**config.mk**
```make
export PLATFORM = sky130hd
export DESIGN_NAME = dio_regs
export DESIGN_NICKNAME = d
export VERILOG_FILES = /design/src/core/dio_pkg.sv /design/src/core/dio_deglitch.sv /design/src/core/dio_regs.sv
export SDC_FILE = /design/constraint.sdc
export NUM_CORES = 1
export LEC_CHECK = 0
export BUFFER_PORTS_ARGS = -buffer_cell sky130_fd_sc_hd__buf_2
export CORE_AREA = 2 2 71 73
export DETAILED_ROUTE_END_ITERATION = 10
export DIE_AREA = 0 0 73 75
export MAX_ROUTING_LAYER = met4
export PLACE_DENSITY = 0.9
export SETUP_SLACK_MARGIN = 0.02
export SYNTH_ARGS = -nofsm -noshare
export SYNTH_HDL_FRONTEND = slang
export SYNTH_SLANG_ARGS = --single-unit
```
**constraint.sdc**
```tcl
create_clock -name core_clk_i -period 4.1 [get_ports core_clk_i]
set_input_delay 0.615 -clock core_clk_i [delete_from_list [all_inputs] [get_ports core_clk_i]]
set_output_delay 0.615 -clock core_clk_i [all_outputs]
set_load 0.1 [all_outputs]
```
**src/core/dio_pkg.sv**
```systemverilog
// package: offsets, field layout, reset values and timing for the digital i/o and dac block
package dio_pkg;
    // ****************************************
    // register offsets
    // ****************************************
    localparam logic [3:0] DIO_OFS_DIGITAL_PORT = 4'h3;
    localparam logic [3:0] DIO_OFS_DAC_A_LOW = 4'h4;
    localparam logic [3:0] DIO_OFS_DAC_A_HIGH = 4'h5;
    // ****************************************
    // field layout
    // ****************************************
    localparam int DIO_NIBBLE_W = 4;
    localparam int DIO_BYTE_W = 8;
    localparam int DIO_WORD_W = 16;
    localparam int DIO_LEGACY_W = 12;
    localparam int DIO_PAD_W = DIO_WORD_W - DIO_LEGACY_W;
    localparam int DIO_IN_EXT_TRIGGER_IN_BIT = 0;
    localparam int DIO_IN_GATE_BIT = 2;
    // ****************************************
    // reset values
    // ****************************************
    localparam logic [3:0] DIO_DOUT_RST = 4'h0;
    localparam logic [7:0] DIO_LOW_RST = 8'h00;
    localparam logic [15:0] DIO_DAC_ZERO_UNIPOLAR = 16'h0000;
    localparam logic [15:0] DIO_DAC_ZERO_BIPOLAR = 16'h8000;
    localparam logic [1:0] DIO_PAD_ZERO = 2'h0;
    localparam logic [15:0] DIO_RDATA_IDLE = 16'h0000;
    // ****************************************
    // timing
    // ****************************************
    localparam int DIO_CLK_PERIOD_PS = 50000;
    localparam int DIO_EXT_TRIGGER_IN_MIN_PULSE_PS = 200000;
    localparam int DIO_EXT_TRIGGER_IN_MIN_CYC =
        (DIO_EXT_TRIGGER_IN_MIN_PULSE_PS + DIO_CLK_PERIOD_PS - 1) / DIO_CLK_PERIOD_PS;
endpackage

```
**src/core/dio_deglitch.sv**
```systemverilog
// matched deglitch filter: the level follows the input only after it held steady
`timescale 1ns/10ps
module dio_deglitch #(
    parameter int STABLE_CYC = 4
) (
    input wire logic core_clk_i,
    input wire logic srst_i,
    input wire logic raw_i,
    output logic level_o,
    output logic rise_o
);
    import dio_pkg::*;

    localparam int CNT_W = $clog2(STABLE_CYC + 1);
    localparam logic [CNT_W-1:0] CNT_ONE = CNT_W'(1);
    localparam logic [CNT_W-1:0] CNT_LAST = CNT_W'(STABLE_CYC);

    logic [CNT_W-1:0] run_r;

    initial begin
        if (STABLE_CYC < 1) begin
            $error("dio_deglitch: STABLE_CYC must be at least 1");
        end
    end

    // ****************************************
    // run counter
    // ****************************************
    // counts cycles the input has differed from the accepted level
    always_ff @(posedge core_clk_i) begin
        if (srst_i || raw_i == level_o || run_r == CNT_LAST) begin
            run_r <= '0;
        end else begin
            run_r <= run_r + CNT_ONE;
        end
    end

    // a change shorter than the window never reaches the level
    always_ff @(posedge core_clk_i) begin
        if (srst_i) begin
            level_o <= 1'b0;
            rise_o <= 1'b0;
        end else begin
            rise_o <= 1'b0;
            if (raw_i != level_o && run_r == CNT_LAST - CNT_ONE) begin
                level_o <= raw_i;
                rise_o <= raw_i;
            end
        end
    end
endmodule

```
**src/core/dio_regs.sv**
```systemverilog
// digital output/input port and dac channel a register logic
//
// Function
// write offset 0x3: bits 3:0 drive outputs, upper bits ignored, reset 0000, no readback
// host software keeps its own shadow of the output nibble
// read offset 0x3: input pins in bits 3:0, compatibility mode in 7:6
// input bit 0 also feeds the adc external trigger
// trigger path deglitched, only pulses of at least 200 ns accepted
// input bit 2 also drives counter zero gate
// dac code is 16 bits, low byte offset 0x4, high byte 0x5
// dac output changes only on a high-byte write; low byte is held
// high-byte-only write updates using the last held low byte
// range jumper changes reach the dac only at the next high-byte write
// word write at 0x4 loads both bytes and updates at once
// reset puts the dac output at zero volts
// dac always enabled and writable in both compatibility modes
// dac data alignment selectable: 12-bit legacy or full 16-bit
// 16-bit code is straight binary, zero is low end of range
// full 16-bit word transferred to converter in one step
`timescale 1ns/10ps
module dio_regs #(
    parameter int EXT_TRIGGER_IN_MIN_CYC = dio_pkg::DIO_EXT_TRIGGER_IN_MIN_CYC
) (
    input wire logic core_clk_i,
    input wire logic srst_i,
    input wire logic [3:0] io_addr_i,
    input wire logic [15:0] io_wdata_i,
    input wire logic io_wr_i,
    input wire logic io_rd_i,
    input wire logic io_word_i,
    output logic [15:0] io_rdata_o,
    output logic io_rvalid_o,
    input wire logic [3:0] din_pins_i,
    input wire logic compat_mode_i,
    input wire logic dac_a_range_polarity_jumper_i,
    input wire logic dac_a_range_span_jumper_i,
    input wire logic dac_align_16_i,
    output logic [3:0] dout_pins_o,
    output logic ext_trigger_in_o,
    output logic ext_trigger_pulse_o,
    output logic counter_zero_gate_o,
    output logic [15:0] dac_a_code_o,
    output logic dac_a_load_o,
    output logic dac_a_range_polarity_o,
    output logic dac_a_range_span_o
);
    import dio_pkg::*;

    initial begin
        if (EXT_TRIGGER_IN_MIN_CYC < 1) begin
            $error("dio_regs: EXT_TRIGGER_IN_MIN_CYC must be at least 1");
        end
    end

    // ****************************************
    // pin synchronisers
    // ****************************************
    // not reset: pure data path, settles within two cycles of any reset
    logic [7:0] pin_meta_r;
    logic [7:0] pin_sync_r;
    logic [3:0] din_sync;
    logic compat_sync;
    logic pol_sync;
    logic span_sync;
    logic align_sync;

    always_ff @(posedge core_clk_i) begin
        pin_meta_r <= {din_pins_i, compat_mode_i, dac_a_range_polarity_jumper_i,
                       dac_a_range_span_jumper_i, dac_align_16_i};
        pin_sync_r <= pin_meta_r;
    end

    assign din_sync = pin_sync_r[7:4];
    assign compat_sync = pin_sync_r[3];
    assign pol_sync = pin_sync_r[2];
    assign span_sync = pin_sync_r[1];
    assign align_sync = pin_sync_r[0];

    // ****************************************
    // access decode
    // ****************************************
    logic wr_port;
    logic wr_low;
    logic wr_high;
    logic rd_port;
    logic [7:0] low_in;
    logic [7:0] high_in;
    logic word_low;

    assign wr_port = io_wr_i && !io_word_i && io_addr_i == DIO_OFS_DIGITAL_PORT;
    // only a word cycle at the low offset brings both bytes
    assign word_low = io_word_i && io_addr_i == DIO_OFS_DAC_A_LOW;
    // byte cycles carry their data on bits 7:0, word cycles on 15:0
    assign wr_low = io_wr_i && io_addr_i == DIO_OFS_DAC_A_LOW;
    assign wr_high = io_wr_i && (io_addr_i == DIO_OFS_DAC_A_HIGH || word_low);
    assign rd_port = io_rd_i && io_addr_i == DIO_OFS_DIGITAL_PORT;
    assign low_in = io_wdata_i[DIO_BYTE_W-1:0];
    assign high_in = io_word_i ? io_wdata_i[DIO_WORD_W-1:DIO_BYTE_W] : io_wdata_i[DIO_BYTE_W-1:0];

    // ****************************************
    // digital output port
    // ****************************************
    // write only; host keeps the shadow copy for bit manipulation
    always_ff @(posedge core_clk_i) begin
        if (srst_i) begin
            dout_pins_o <= DIO_DOUT_RST;
        end else if (wr_port) begin
            dout_pins_o <= io_wdata_i[DIO_NIBBLE_W-1:0];
        end
    end

    // ****************************************
    // digital input port read
    // ****************************************
    always_ff @(posedge core_clk_i) begin
        if (srst_i) begin
            io_rdata_o <= DIO_RDATA_IDLE;
            io_rvalid_o <= 1'b0;
        end else begin
            io_rvalid_o <= io_rd_i;
            // unmapped and write-only offsets read as zero
            if (rd_port) begin
                io_rdata_o <= {DIO_BYTE_W'(0), {2{compat_sync}}, DIO_PAD_ZERO, din_sync};
            end else begin
                io_rdata_o <= DIO_RDATA_IDLE;
            end
        end
    end

    // ****************************************
    // shared input functions
    // ****************************************
    always_ff @(posedge core_clk_i) begin
        if (srst_i) begin
            counter_zero_gate_o <= 1'b0;
        end else begin
            counter_zero_gate_o <= din_sync[DIO_IN_GATE_BIT];
        end
    end

    dio_deglitch #(
        .STABLE_CYC(EXT_TRIGGER_IN_MIN_CYC)
    ) u_ext_trigger_in_filter (
        .core_clk_i(core_clk_i),
        .srst_i(srst_i),
        .raw_i(din_sync[DIO_IN_EXT_TRIGGER_IN_BIT]),
        .level_o(ext_trigger_in_o),
        .rise_o(ext_trigger_pulse_o)
    );

    // ****************************************
    // dac channel a
    // ****************************************
    logic [7:0] low_hold_r;
    logic [15:0] word_nxt;
    logic [15:0] code_nxt;

    always_ff @(posedge core_clk_i) begin
        if (srst_i) begin
            low_hold_r <= DIO_LOW_RST;
        end else if (wr_low) begin
            low_hold_r <= low_in;
        end
    end

    // a word write at the low offset brings its own low byte, any other write reuses the held one
    assign word_nxt = {high_in, (word_low ? low_in : low_hold_r)};
    // legacy: 12-bit right justified code moved into the top of the converter word
    assign code_nxt = align_sync ? word_nxt :
                      {word_nxt[DIO_LEGACY_W-1:0], DIO_PAD_W'(0)};

    // no enable gating: writable whatever the compatibility mode
    always_ff @(posedge core_clk_i) begin
        if (srst_i) begin
            dac_a_code_o <= pol_sync ? DIO_DAC_ZERO_BIPOLAR : DIO_DAC_ZERO_UNIPOLAR;
            dac_a_range_polarity_o <= pol_sync;
            dac_a_range_span_o <= span_sync;
            dac_a_load_o <= 1'b0;
        end else begin
            dac_a_load_o <= wr_high;
            if (wr_high) begin
                dac_a_code_o <= code_nxt;
                dac_a_range_polarity_o <= pol_sync;
                dac_a_range_span_o <= span_sync;
            end
        end
    end
endmodule

```
==> results.cfg <==
[outcome]
status = completed

[floorplan]
core-area_mm2 = 0.004661
io_pins = 76
fp.dieH_um = 75
die_area_mm2 = 0.005475
initial_core_util = 0.5213
die_w_um = 73
rows = 25

[worst_setup_path]
r2r-start = pin_sync_r[0]$_DFF_P_
start_kind = primary input
cp-end-kind = flip-flop
crit_type = in2reg
cp_max_fo = 21
critPathBufInv = 1
rrSetupSlack_ns = 2.20
arrival_ns = 2.17
crit_slowest_cell = nor4b_4
startpoint = io_addr_i[0]
max_stage_delay_ns = 0.88
cp_top_family = simple AND/OR/NAND/NOR gates
r2r_cells = 2
required_ns = 4.24
timing.rr.end = dac_a_code_o[15]$_DFFE_PP_
path_cells = buf_2 -> nor4b_4 -> nand3_1 -> a311oi_1

[cells_and_area]
n_antenna_cell = 0
regArea_mm2 = 0.001361
syn2layout_area_growth_pct = 18.80
drive_gt1_frac = 0.2990
multi_input_area_um2 = 918.4
final_nets = 322
n_fill_cell = 366

[logic_synthesis]
yosysMostFrequentCell = dfxtp_1
yosys-top-cells-area = dfxtp_1, edfxtp_1, nand3_1
synth_common_cells = dfxtp_1, nand3_1, a21oi_1, edfxtp_1
seq_area_frac_synth = 0.5602
synth.ff_latch_count = 59
synthCells = 226
ys.flop_type = dfxtp_1
synth_edf_count = 18
async_flop_share = 0
yosysWarnings = 0
synth_top_area_share = 0.3378
synthDistinctLibCells = 35
synth_top_cell_by_area = dfxtp_1
syn_avg_cell_area_um2 = 10.75
syn-cell-area_mm2 = 0.002430

[place]
portBuffers = 65
gp_congestion = 0.8445
dpl.hpwl_um = 3591

[sta]
hold_violations = 0
setup_viol = 0
skew_ns = 0.007140
tightest_slew_ns = 1.234
post-route-period-util = 0.4948
slew_violations = 0
slew_headroom = 0.1662
fmaxAchievable_ghz = 0.4929
rsz0062_at_grt = no
min_period_ns = 2.029
setup_tns_ns = 0

[power_and_ir_drop]
power_mw = 1.339
peakVddDrop_v = 0.0002636
leakage_nw = 1.216
pwr_density_cell_mw_per_mm2 = 463.7

[global_route]
grt_pass1_vias = 1653
grt_antenna_before_repair = 0
grt_max_degree = 40
grt_pass1_wl_um = 8031
grt_util_all_layers = 0.2054
overflow = 0

[worst_hold_path]
hold_depth = 0
hold_path.class = reg2reg
hold_path_end = pin_sync_r[2]$_DFF_P_
min_from = pin_meta_r[2]$_DFF_P_

[clock_tree]
clkTransAtPathRegs_ns = 0.07
cts_root_buffer = clkbuf_8
numCtsBuffers = 9
clock-sinks = 59
clkLatencyLatePin_ns = 0.34
cts_tree = yes
cts_resized = 0
max-clock-path-buffers = 2
htree_num_levels = 3
postCtsSetupBuffers = 0
hold_buffers = 0

[detailed_routing]
avgViaCountPerCell = 5.632
vias = 1943
route.detailed.wl_per_inst_um = 14.92
drc = 0
drt_iter0_drc = 254
routed_wl_um = 5149
dr.pass1.iters = 4
ant_nets = 0

[flow_run]
maxCapViolations = 0
-- per-layer routing --
layer	GRT usage	vias to the layer above	routed length, um
li1	-	942	-
met4	0.09671	0	95
met2	0.2923	97	2454
met3	0.06961	9	505
met1	0.2630	895	2093
met5	-	-	0
-- placed cells by master, fill, tap and decap left out, types with 2 or more instances in the layout --
cell type  synthesis  routed
nand4_1            8       8
nand4bb_1          2       2
buf_2              9      65
dfxtp_1           41      41
and3_1             7       7
nand2_1            5       5
nand3_1           19      19
nor2_1             4       4
a31oi_1            4       4
a311oi_1           3       3
a22o_1             4       4
a21oi_1           18      18
o21ai_1            8       8
mux2i_1            4       4
nor4bb_1           3       3
clkbuf_8           0       9
clkinv_4           0       2
o21ai_0           12      12
a211oi_1           9       9
inv_6              0       2
edfxtp_1          18      18
inv_1              5       5
ha_1               3       3
nand2b_1           7       7
conb_1             1      10
nor2b_1            7       7
-- worst max path at each step --
stage	cells past startpoint	to	slack [ns]
finish	4	dac_a_code_o[11]$_SDFFCE_PP0P_	2.07
global route	5	dac_a_code_o[0]$_SDFFCE_PP0P_	1.89
CTS	5	dac_a_range_polarity_o$_DFFE_PP_	2.07
detailed placement	5	dac_a_range_polarity_o$_DFFE_PP_	1.71
global placement	5	dac_a_code_o[7]$_SDFFCE_PP0P_	1.76
floorplan	1	io_rdata_o[7]	2.13
-- logic make-up after synthesis --
group,share of synthesized area
AO/OA/AOI/OAI,0.1483
adder cells (fa/ha/maj),0.01545
multiplexers,0.03038
buffers and inverters,0.07569
other,0.001543
AND/OR/NAND/NOR,0.1648
XOR/XNOR,0.003605
flip-flops,0.5602
-- power by group --
group / switching, mW / internal [mW] / total [mW]
combinational: 0.183 / 0.0379 / 0.221
sequential: 0.00981 / 0.625 / 0.635
clock: 0.253 / 0.229 / 0.483
total: 0.446 / 0.892 / 1.34
-- metrics by stage --
step,util,worst slack (ns),cell area (um2),hold slack (ns),std cells
4_1_cts,0.6193,2.070,2887,0.3300,345
3_5_place_dp,0.5799,1.712,2703,0.3138,329
5_1_grt,0.6193,1.888,2887,0.3323,345
3_3_place_gp,0.5799,1.764,2703,0.3100,329
6_report,0.6193,2.071,2887,0.3264,345
2_1_floorplan,-,2.129,2464,0.3096,235
-- layout make-up --
type | instances | share of cell area
Clock buffer | 9 | 0.04291
Clock inverter | 7 | 0.02081
Inverter | 6 | 0.007802
Multi-Input combinational cell | 144 | 0.3182
Sequential cell | 59 | 0.4716
Tap cell | 54 | 0.02341
Timing Repair Buffer | 66 | 0.1153
-- worst register-to-register path: stages, from the launching register on --
cell and delay [ns]:
dfxtp_1 0.79, mux4_2 0.59, mux2_2 0.27
-- registers in the layout (all words and copies together), names as in the netlist --
register                         cells
counter_zero_gate_o                  1
dac_a_code_o                        16
dac_a_load_o                         1
dac_a_range_polarity_o               1
dac_a_range_span_o                   1
dout_pins_o                          4
io_rdata_o                           5
io_rvalid_o                          1
low_hold_r                           8
pin_meta_r                           8
pin_sync_r                           8
u_ext_trigger_in_filter.level_o      1
u_ext_trigger_in_filter.rise_o       1
u_ext_trigger_in_filter.run_r        3
(Power assumes the default switching activity.)
